<file path="src/verilog/mif_defs.vh">
// Purpose: Constants for the interrupt flag logic
// Assumes: Wishbone byte addressing, 8-bit data in low bits
// Notes:   Included by every design file of the block
`ifndef MIF_DEFS_VH
`define MIF_DEFS_VH
// ****************************************************************
// Register byte addresses (index times four)
// ****************************************************************
`define MIF_IDX_EDGE_CFG   8'hBF
`define MIF_ADR_EDGE_CFG   10'h2FC
`define MIF_ADR_IRQ_REQ    10'h000
`define MIF_ADR_IRQ_EN     10'h004
`define MIF_ADR_STACK_PTR  10'h008
`define MIF_ADR_STATUS     10'h00C
// ****************************************************************
// Field positions
// ****************************************************************
`define MIF_BIT_PIN        0
`define MIF_BIT_TIMER_A    4
`define MIF_BIT_TIMER_B    5
`define MIF_BIT_CONV       7
`define MIF_BIT_GIE        7
`define MIF_EDGE_HI        4
`define MIF_EDGE_LO        3
`define MIF_FLAG_MASK      8'hB1
`define MIF_SP_MASK        8'h87
`define MIF_EDGE_MASK      8'h18
`define MIF_PF_TIMEOUT     7
`define MIF_PF_PWRDN       6
`define MIF_PF_KEEP_MASK   8'hC0
// ****************************************************************
// Reset values and codes
// ****************************************************************
`define MIF_RST_EDGE_CFG   8'h00
`define MIF_RST_IRQ_REQ    8'h00
`define MIF_RST_IRQ_EN     8'h00
`define MIF_RST_STACK_PTR  8'h07
`define MIF_EDGE_RESERVED  2'h0
`define MIF_EDGE_RISE      2'h1
`define MIF_EDGE_FALL      2'h2
`define MIF_EDGE_BOTH      2'h3
`define MIF_IRQ_VECTOR     12'h008
`endif

</file>
<file path="src/verilog/mif_irq_core.v">
// Purpose: Interrupt request, enable and vectoring logic of the MCU
// Assumes: Core gives one-cycle strobes; Wishbone classic slave
// Notes:   Notes on behaviour list follows
//
// Notes on behaviour
// Save copies accumulator and flags, single slot
// Timeout and power-down flags never restored
// Taken interrupt loads the shared vector address
// Pin edge sets pin flag regardless enable
// Enabled pin flag causes vectoring
// Matching wake edge latched, serviced first
// Edge select: rising, falling, both, reserved
// Timer A overflow sets its flag always
// Timer A vectors only when enabled
// Timer B overflow sets its flag always
// Timer B vectors only when enabled
// Conversion end sets converter flag always
// Converter vectors only when enabled
// Software tests enable and flag per source
// Software orders priority among sources
// Software clears flags; hardware never does
// Global enable bit seven, resets zero
// Entry clears global enable, return sets it
// Flag bits 0, 4, 5, 7, reset zero
// Reserved edge code makes no request
// One entry per take; events pulse once
`timescale 1ns/1ps
`include "mif_defs.vh"
module mif_irq_core (
  input  wire        clk_i,
  input  wire        rst_i,
  // Wishbone classic slave
  input  wire        cyc_i,
  input  wire        stb_i,
  input  wire        we_i,
  input  wire [9:0]  adr_i,
  input  wire [3:0]  sel_i,
  input  wire [31:0] dat_i,
  output reg  [31:0] dat_o,
  output reg         ack_o,
  output reg         err_o,
  // Event sources
  input  wire        external_irq_pin_i,
  input  wire        timer_a_ovf_i,
  input  wire        timer_b_ovf_i,
  input  wire        conv_done_i,
  input  wire        powerdown_i,
  // Processor core
  input  wire        irq_ack_i,
  input  wire        return_from_irq_i,
  input  wire        save_i,
  input  wire        restore_i,
  input  wire [7:0]  acc_i,
  input  wire [7:0]  program_flags_i,
  output wire        irq_req_o,
  output reg         vector_load_o,
  output reg  [11:0] vector_addr_o,
  output reg         restore_valid_o,
  output reg  [7:0]  acc_restore_o,
  output reg  [7:0]  flags_restore_o,
  output wire        global_irq_enable_o
);
  // One-hot states of the entry sequencer
  localparam [1:0] ST_IDLE = 2'b01;
  localparam [1:0] ST_SERV = 2'b10;

  reg  [7:0]  edge_cfg_r;
  reg  [7:0]  irq_flag_r;
  reg  [7:0]  irq_flag_nxt;
  reg  [7:0]  irq_en_r;
  reg  [7:0]  stack_ptr_r;
  reg  [7:0]  stack_ptr_nxt;
  reg         wake_latch_r;
  reg  [1:0]  state_r;
  reg  [1:0]  state_nxt;
  wire        pin_hit;
  wire [7:0]  acc_saved;
  wire [7:0]  flags_saved;
  wire        wb_req;
  wire        wb_wr;
  wire [7:0]  wr_byte;
  wire        take;
  wire [7:0]  events;

  // ****************************************************************
  // Helper functions
  // ****************************************************************
  // Address hit check used by several decoders
  function hit;
    input [9:0] a;
    input [9:0] b;
    begin
      hit = (a == b);
    end
  endfunction

  // Known-register check for the error answer
  function mapped;
    input [9:0] a;
    begin
      mapped = hit(a, `MIF_ADR_EDGE_CFG) | hit(a, `MIF_ADR_IRQ_REQ) |
               hit(a, `MIF_ADR_IRQ_EN) | hit(a, `MIF_ADR_STACK_PTR) |
               hit(a, `MIF_ADR_STATUS);
    end
  endfunction

  // ****************************************************************
  // Submodules
  // ****************************************************************
  mif_edge_detect u_edge (
    .clk_i             (clk_i),
    .rst_i             (rst_i),
    .pin_i             (external_irq_pin_i),
    .pin_edge_select_i (edge_cfg_r[`MIF_EDGE_HI:`MIF_EDGE_LO]),
    .hit_o             (pin_hit)
  );

  mif_save_buffer u_buf (
    .clk_i           (clk_i),
    .rst_i           (rst_i),
    .save_i          (save_i),
    .acc_i           (acc_i),
    .program_flags_i (program_flags_i),
    .acc_saved_o     (acc_saved),
    .flags_saved_o   (flags_saved)
  );

  // ****************************************************************
  // Bus decode
  // ****************************************************************
  // Answer one cycle after the request, ack dropped next cycle
  assign wb_req  = cyc_i & stb_i & ~ack_o & ~err_o;
  assign wb_wr   = wb_req & we_i & sel_i[0];
  assign wr_byte = dat_i[7:0];

  // Power-down wake edge: pin qualified while asleep, held until
  // the core is running again so it is taken first
  always @(posedge clk_i) begin
    if (rst_i) begin
      wake_latch_r <= 1'b0;
    end else if (powerdown_i & pin_hit) begin
      wake_latch_r <= 1'b1;
    end else if (~powerdown_i) begin
      wake_latch_r <= 1'b0;
    end
  end

  // Events are one-cycle set pulses into their fixed bits
  assign events = {conv_done_i, 1'b0, timer_b_ovf_i, timer_a_ovf_i,
                   3'b000, pin_hit | (wake_latch_r & ~powerdown_i)};

  // ****************************************************************
  // Request flags
  // ****************************************************************
  // Software clears by writing; a same-cycle event wins over the clear
  always @* begin
    irq_flag_nxt = irq_flag_r;
    if (wb_wr & hit(adr_i, `MIF_ADR_IRQ_REQ)) begin
      irq_flag_nxt = wr_byte & `MIF_FLAG_MASK;
    end
    // Set regardless of the enables
    irq_flag_nxt = irq_flag_nxt | (events & `MIF_FLAG_MASK);
  end

  // Flag, enable and edge configuration registers
  always @(posedge clk_i) begin
    if (rst_i) begin
      irq_flag_r <= `MIF_RST_IRQ_REQ;
      irq_en_r   <= `MIF_RST_IRQ_EN;
      edge_cfg_r <= `MIF_RST_EDGE_CFG; // reserved code after reset
    end else begin
      irq_flag_r <= irq_flag_nxt;
      if (wb_wr & hit(adr_i, `MIF_ADR_IRQ_EN)) begin
        irq_en_r <= wr_byte & `MIF_FLAG_MASK;
      end
      if (wb_wr & hit(adr_i, `MIF_ADR_EDGE_CFG)) begin
        edge_cfg_r <= wr_byte & `MIF_EDGE_MASK;
      end
    end
  end

  // ****************************************************************
  // Vectoring
  // ****************************************************************
  // Any enabled set flag under global enable asks for the vector while the sequencer is in ST_IDLE

  assign irq_req_o = stack_ptr_r[`MIF_BIT_GIE] &
                     (|(irq_flag_r & irq_en_r)) & (state_r == ST_IDLE);
  assign take      = irq_req_o & irq_ack_i;
  assign global_irq_enable_o = stack_ptr_r[`MIF_BIT_GIE];

  // Entry sequencer: one entry per take until the return
  always @* begin
    case (state_r)
      ST_IDLE: state_nxt = take ? ST_SERV : ST_IDLE;
      ST_SERV: state_nxt = return_from_irq_i ? ST_IDLE : ST_SERV;
      default: state_nxt = ST_IDLE;
    endcase
  end

  // Global enable cleared on entry and set on return
  always @* begin
    stack_ptr_nxt = stack_ptr_r;
    if (wb_wr & hit(adr_i, `MIF_ADR_STACK_PTR)) begin
      stack_ptr_nxt = wr_byte & `MIF_SP_MASK;
    end
    if (take) begin
      stack_ptr_nxt[`MIF_BIT_GIE] = 1'b0;
    end else if (return_from_irq_i) begin
      stack_ptr_nxt[`MIF_BIT_GIE] = 1'b1;
    end
  end

  // Sequencer, stack pointer and vector outputs
  always @(posedge clk_i) begin
    if (rst_i) begin
      state_r       <= ST_IDLE;
      stack_ptr_r   <= `MIF_RST_STACK_PTR;
      vector_load_o <= 1'b0;
      vector_addr_o <= 12'h000;
    end else begin
      state_r       <= state_nxt;
      stack_ptr_r   <= stack_ptr_nxt;
      vector_load_o <= take;
      vector_addr_o <= `MIF_IRQ_VECTOR;
    end
  end

  // ****************************************************************
  // Restore path
  // ****************************************************************
  // Timeout and power-down bits keep their live values
  always @(posedge clk_i) begin
    if (rst_i) begin
      restore_valid_o <= 1'b0;
      acc_restore_o   <= 8'h00;
      flags_restore_o <= 8'h00;
    end else begin
      restore_valid_o <= restore_i;
      if (restore_i) begin
        acc_restore_o   <= acc_saved;
        flags_restore_o <= (flags_saved & ~`MIF_PF_KEEP_MASK) |
                           (program_flags_i & `MIF_PF_KEEP_MASK);
      end
    end
  end

  // ****************************************************************
  // Bus answer
  // ****************************************************************
  // Unmapped addresses end with err instead of ack
  always @(posedge clk_i) begin
    if (rst_i) begin
      ack_o <= 1'b0;
      err_o <= 1'b0;
      dat_o <= 32'h0000_0000;
    end else begin
      ack_o <= wb_req & mapped(adr_i);
      err_o <= wb_req & ~mapped(adr_i);
      dat_o <= 32'h0000_0000;
      if (wb_req) begin
        case (1'b1)
          hit(adr_i, `MIF_ADR_EDGE_CFG):  dat_o[7:0] <= edge_cfg_r;
          hit(adr_i, `MIF_ADR_IRQ_REQ):   dat_o[7:0] <= irq_flag_r;
          hit(adr_i, `MIF_ADR_IRQ_EN):    dat_o[7:0] <= irq_en_r;
          hit(adr_i, `MIF_ADR_STACK_PTR): dat_o[7:0] <= stack_ptr_r;
          hit(adr_i, `MIF_ADR_STATUS):    dat_o[7:0] <= {6'h00, wake_latch_r,
                                                         state_r[1]};
          default:                        dat_o <= 32'h0000_0000;
        endcase
      end
    end
  end
endmodule // mif_irq_core

</file>
<file path="src/verilog/mif_edge_detect.v">
// Purpose: Edge qualifier for the external interrupt pin
// Assumes: Pin input is synchronous to clk_i
// Notes:   Emits one-cycle pulse on a selected edge
`timescale 1ns/1ps
`include "mif_defs.vh"
module mif_edge_detect (
  input  wire       clk_i,
  input  wire       rst_i,
  input  wire       pin_i,
  input  wire [1:0] pin_edge_select_i,
  output reg        hit_o
);
  reg pin_q_r;
  // ****************************************************************
  // Edge detection
  // ****************************************************************
  // Previous pin sample; reset to pin-low assumption
  always @(posedge clk_i) begin
    if (rst_i) begin
      pin_q_r <= 1'b0;
    end else begin
      pin_q_r <= pin_i;
    end
  end

  // Pick the edge; the reserved code gives no request
  always @* begin
    case (pin_edge_select_i)
      `MIF_EDGE_RISE: hit_o = pin_i & ~pin_q_r;
      `MIF_EDGE_FALL: hit_o = ~pin_i & pin_q_r;
      `MIF_EDGE_BOTH: hit_o = pin_i ^ pin_q_r;
      default:        hit_o = 1'b0;
    endcase
  end
endmodule // mif_edge_detect

</file>
<file path="src/verilog/mif_save_buffer.v">
// Purpose: One-level save/restore buffer for accumulator and flags
// Assumes: Save and restore strobes are one-cycle pulses
// Notes:   Restore data is combined by the caller with kept flag bits
`timescale 1ns/1ps
`include "mif_defs.vh"
module mif_save_buffer (
  input  wire       clk_i,
  input  wire       rst_i,
  input  wire       save_i,
  input  wire [7:0] acc_i,
  input  wire [7:0] program_flags_i,
  output reg  [7:0] acc_saved_o,
  output reg  [7:0] flags_saved_o
);
  // ****************************************************************
  // Buffer storage
  // ****************************************************************
  // Single slot: a second save simply overwrites the first
  always @(posedge clk_i) begin
    if (rst_i) begin
      acc_saved_o   <= 8'h00;
      flags_saved_o <= 8'h00;
    end else if (save_i) begin
      acc_saved_o   <= acc_i;
      flags_saved_o <= program_flags_i & ~`MIF_PF_KEEP_MASK;
    end
  end
endmodule // mif_save_buffer

</file>
<file path="config.mk">
export PLATFORM = sky130hd
export DESIGN_NAME = mif_irq_core
export DESIGN_NICKNAME = d
export VERILOG_FILES = /design/src/verilog/mif_irq_core.v /design/src/verilog/mif_edge_detect.v /design/src/verilog/mif_save_buffer.v
export VERILOG_INCLUDE_DIRS = /design/src /design/src/verilog
export SDC_FILE = /design/constraint.sdc
export NUM_CORES = 1
export LEC_CHECK = 0
export ABC_AREA = 0
export BUFFER_PORTS_ARGS = -buffer_cell sky130_fd_sc_hd__buf_2
export CAP_MARGIN = 20
export CORE_UTILIZATION = 30
export CTS_CLUSTER_SIZE = 10
export DETAILED_ROUTE_END_ITERATION = 6
export PLACE_DENSITY = 0.65
export SYNTH_ARGS = -nofsm -noshare
export SYNTH_HDL_FRONTEND = slang
export SYNTH_SLANG_ARGS = --single-unit
</file>
<file path="constraint.sdc">
create_clock -name clk_i -period 1.9 [get_ports clk_i]
set_input_delay 0 -clock clk_i [delete_from_list [all_inputs] [get_ports clk_i]]
set_output_delay 0 -clock clk_i [all_outputs]
set_load 0.01 [all_outputs]
</file>
Yosys cells after proc, flatten, opt, wreduce, memory -nomap -nowiden

Cells that the tools add are included.

Register bits: 100
Output and inout port bits: 66
Logic and storage cells: 83

Equality and inequality tests: 10
Muxes and demuxes: 15
Bitwise logic cells: 34
Reduce and logical (&&, ||, !) cells: 5

Operators by type and width:

| kind                                                              | count |
|---|---|
| 8-bit two-way mux                                                 | 6 |
| 10-bit by 4-bit == test with 1-bit output (second input constant) | 2 |
| 1-bit AND                                                         | 18 |
| 10-bit == test (second input constant)                            | 1 |
| 10-bit by 3-bit == test with 1-bit output (second input constant) | 1 |
| 10-bit logical NOT                                                | 1 |
| 8-bit AND                                                         | 1 |
| 6-bit by 8-bit bitwise OR with 8-bit output                       | 1 |
| 8-bit bitwise OR                                                  | 1 |
| 8-bit OR reduction                                                | 1 |
| 1-bit inverter                                                    | 7 |
| 2-bit == test (second input constant)                             | 3 |
| 2-bit two-way mux                                                 | 3 |
| 1-bit bitwise OR                                                  | 5 |
| 2-bit by 1-bit == test with 1-bit output (second input constant)  | 2 |
| 4-bit two-way mux                                                 | 1 |
| 2-bit one-hot mux with 2 select lines                             | 1 |
| 2-bit OR reduction                                                | 2 |
| 1-bit two-way mux                                                 | 3 |
| 1-bit one-hot mux with 3 select lines                             | 1 |
| 2-bit by 1-bit != test with 1-bit output (second input constant)  | 1 |
| 2-bit nonzero test                                                | 1 |
| 1-bit XOR                                                         | 1 |

Depth between registers and ports, before layout

Depth after elaboration: 8
Gate-level depth with buffers: 6

Modules after synthesis

A second synthesis with hierarchy kept.

Cells, all modules: 277
Area total of the unflattened synthesis: 2733.9 um^2

Modules (own cells, without submodules):

| module          | instances | seq. area each (um^2) | area an instance (um^2) | cells each |
|---|---|---|---|---|
| mif_irq_core    | 1         | 900.9                 | 2124.5                  | 218 |
| mif_save_buffer | 1         | 280.3                 | 526.8                   | 48 |
| mif_edge_detect | 1         | 20.0                  | 82.6                    | 11 |

Least setup slack after synthesis

OpenSTA, ideal clock, no wires.

Path kind: flip-flop to flip-flop
Start point: register err_o
End point: register stack_ptr_r[7]
Clock period less this slack: 1.443 ns
Arrival time: 1.326 ns
Setup slack: 0.457 ns
Data required time: 1.784 ns
Cell stages (with the launch flop): 5
Path through: dfxtp_1 and4bb_2 nand4_4 mux2_1 o211a_1

Cells in the longest elaborated chain, start to end: 6

Ends and longest elaborated chain:

| element                             | line               | text |
|---|---|---|
| from (decl)                         | mif_irq_core.v:41  | `output reg err_o,` |
| from (signal assigned)              | mif_irq_core.v:259 | `err_o <= wb_req & ~mapped(adr_i);` |
| 1-bit inverter                      | mif_irq_core.v:132 | `assign wb_req = cyc_i & stb_i & ~ack_o & ~err_o;` |
| 1-bit AND                           | mif_irq_core.v:132 |  |
| 1-bit AND (2 in a row)              | mif_irq_core.v:133 | `assign wb_wr = wb_req & we_i & sel_i[0];` |
| 1-bit AND                           | mif_irq_core.v:204 | `` if (wb_wr & hit(adr_i, `MIF_ADR_STACK_PTR)) begin `` |
| 2-bit nonzero test (no source line) | --                 |  |
| to (signal assigned)                | mif_irq_core.v:218 | `` stack_ptr_r <= `MIF_RST_STACK_PTR; `` |
| to (signal assigned)                | mif_irq_core.v:223 | `stack_ptr_r <= stack_ptr_nxt;` |
| to (decl)                           | mif_irq_core.v:71  | `reg [7:0] stack_ptr_r;` |

No other way between the ends.
A chain may end at the register's enable or synchronous reset.

Worst setup path after layout

Start point: register err_o
End point: register ack_o

Cells in the longest elaborated chain, start to end: 3

Ends and longest elaborated chain:

| element              | line               | text |
|---|---|---|
| 1-bit inverter       | mif_irq_core.v:132 |  |
| 1-bit AND            | mif_irq_core.v:132 |  |
| 1-bit AND            | mif_irq_core.v:258 | `ack_o <= wb_req & mapped(adr_i);` |
| to (signal assigned) | mif_irq_core.v:258 |  |
| to (decl)            | mif_irq_core.v:40  | `output reg ack_o,` |

No other way between the ends.

==> results.sh <==
export IMPL_fin_area_sq_um=3570
export IMPL_drt_initial_drc_count=47
export IMPL_synthFlopType="dfxtp_1"
export IMPL_die_area_sq_um=9350
export IMPL_cts_resized=0
export IMPL_totalPowerFinal_uw=2790
export IMPL_power_density_nw_per_um2=781
export IMPL_grt_total_usage_pct=13.0
export IMPL_cts_root_buf="clkbuf_8"
export IMPL_whs_path_depth=2
export IMPL_routed_via_density=4.31
export IMPL_routed_top_layer="met4"
export IMPL_antenna_left=0
export IMPL_antenna_found_initial=0
export IMPL_crit_type="register to register"
export IMPL_cts_tree="done"
export IMPL_synth_area_top_cells="dfxtp_1 45%, mux2i_1 16%, buf_4 10%"
export IMPL_placed_area_sq_um=3040
export IMPL_port_buffers=77
export IMPL_fin_setup_tns_ns=0
export IMPL_setup_viol=0
export IMPL_regToRegSetupSlack_ns=0.20
export IMPL_grt_max_degree=28
export IMPL_drc=0
export IMPL_synth_common_cells="60 x dfxtp_1, 43 x mux2i_1, 38 x nor2_1"
export IMPL_synthMuxAreaShare_pct=17.7
export IMPL_max_slew_margin_pct=64.3
export IMPL_crit_path_end_kind="register"
export IMPL_dp_hpwl_um=4070
export IMPL_diodes=0
export IMPL_nNetsFinal=461
export IMPL_io_pins=142
export IMPL_synth_cell_type_count=44
export IMPL_yosys_register_bits=60
export IMPL_clk_pin_slew_ns=0.07
export IMPL_fin_ws_ns=0.200
export IMPL_critPathMaxFanout=6
export IMPL_rsz0062_at_grt="false"
export IMPL_drive_gt1_share_pct=26.9
export IMPL_yosysSeqAreaShare_pct=44.7
export IMPL_clkSinkCount=60
export IMPL_yosys_area_top_type_share_pct=44.7
export IMPL_die_x_um=96.7
export IMPL_async_reset_ff_share_pct=0
export IMPL_worst_pin_slew_ns=0.535
export IMPL_drv_slew=0
export IMPL_finClkSkew_ns=0.00570
export IMPL_yosysWarnings=0
export IMPL_reg2reg_depth=4
export IMPL_fin_crit_sh_pct=89.5
export IMPL_synth_cells=270
export IMPL_worst_ep_required_time_ns=2.19
export IMPL_synth_compound_area_share_pct=4.00
export IMPL_synth_xor_area_share_pct=0
export IMPL_p_leak_uw=0.00174
export IMPL_synth_largest_area_cell="dfxtp_1"
export IMPL_rr_endpoint="ack_o"
export IMPL_num_rows=34
export IMPL_synth_top_family_by_area="simple AND/OR/NAND/NOR gates"
export IMPL_dr_wl_met3_um=428
export IMPL_grt_overflow=0
export IMPL_hold_path_class="input port to register"
export IMPL_maxCapViolCount=0
export IMPL_routabilityCongestion=0.727
export IMPL_period_needed_ns=1.70
export IMPL_drt_pass1_iterations=4
export IMPL_cts_buffer_depth=2
export IMPL_routedWlPerCell_um=11.7
export IMPL_coreArea_sq_um=8680
export IMPL_grt_pass1_vias=2098
export IMPL_wl_met1_um=2570
export IMPL_fp_dieH_um=96.7
export IMPL_min_to="acc_restore_o[0]"
export IMPL_cp_start_kind="register"
export IMPL_via_count=2131
export IMPL_synth_edf_count=0
export IMPL_wl_um=5760
export IMPL_min_delay_start="rst_i"
export IMPL_clock_latency_ns=0.34
export IMPL_status="complete, no violations"
export IMPL_postSynthAreaPerCell_sq_um=9.96
export IMPL_cts_buffers=9
export IMPL_met2_length_um=2680
export IMPL_synth_simple_area_share_pct=19.2
export IMPL_syn_cell_area_sq_um=2690
export IMPL_post_cts_buffers=0
export IMPL_arrival_ns=1.99
export IMPL_pre_cts_ws_ns=0.375
export IMPL_cts_max_level=3
export IMPL_start_util_pct=31.0
export IMPL_grt_pass1_wl_um=9650
export IMPL_syn2layout_area_growth_pct=32.9
export IMPL_peakVddDrop_mv=0.379
export IMPL_fmax_mhz=588
export IMPL_whs_ns=0.0206
export IMPL_yosys_area_share_adder_pct=1.86
export IMPL_synth_most_common_cell="dfxtp_1"
export IMPL_ctsHoldBuffers=33
export IMPL_timing_rr_start="err_o"
export IMPL_finalHoldViolCount=0
## registers in the layout, summed over array words and instances (netlist names), 2 cells and up
name / count
acc_restore_o: 8
flags_restore_o: 8
u_buf.acc_saved_o: 8
dat_o: 7
u_buf.flags_saved_o: 6
irq_en_r: 4
irq_flag_r: 4
stack_ptr_r: 4
edge_cfg_r: 2
state_r: 2
## worst max-delay path by stage
stage	start	end	slack (ns)	cells past startpoint
5_1_grt	err_o	ack_o	0.05	4
2_1_floorplan	err_o	stack_ptr_r[7]	0.46	4
6_report	err_o	ack_o	0.20	4
3_5_place_dp	err_o	irq_flag_r[0]	0.38	4
4_1_cts	err_o	ack_o	0.20	4
3_3_place_gp	err_o	stack_ptr_r[7]	0.42	4
## cells by family after synthesis
kind of cell / Yosys count
compound gates: 15
fa+ha+maj: 4
buf+inv: 52
flops: 60
mux: 46
other cells: 1
simple gates: 92
## worst max-delay path: stages, from the launching register on
cell and delay (ns):
dfxtp_1 0.31, and4bb_2 0.39, nand2_1 0.15, nor4_1 0.23, dlygate4sd3_1 0.57
## layer usage
metal / vias up / GRT usage [%]
met1: 957 / 14.9
li1: 1075 / -
met3: 9 / 4.41
met5: - / 0
met4: 0 / 6.08
met2: 90 / 21.5
## per-stage QoR
step	utilization (%)	cells
finish	41.2	494
CTS	41.2	494
detailed placement	35.0	445
floorplan	-	305
global route	41.2	494
global placement	35.0	445
## where the power goes
group          internal, uW  switching [uW]  total [uW]
clock                   673             489        1160
sequential             1300            20.9        1320
combinational           148             162         310
total                  2120             672        2790
## cell type report
class,count,area [sq um]
Clock inverter,4,47.5
Clock buffer,12,155
Inverter,5,18.8
Timing Repair Buffer,112,731
Tap cell,108,135
Sequential cell,60,1200
Multi-Input combinational cell,193,1280
Fill cell,845,5110
## cell usage in the layout (no fill, tap or decap), types with 3 or more instances in the layout
cell / Yosys / layout
buf_2: 4 / 77
dfxtp_1: 60 / 60
mux2i_1: 43 / 43
nor2_1: 38 / 38
conb_1: 1 / 36
dlygate4sd3_1: 0 / 33
nand2_1: 20 / 20
clkbuf_8: 0 / 11
inv_1: 4 / 4
a21oi_1: 4 / 4
nor3_1: 4 / 4
ha_1: 4 / 4
nand4_1: 3 / 3
a211oi_1: 3 / 3
nor2b_1: 3 / 3
Power figures use the tool's default switching activity.
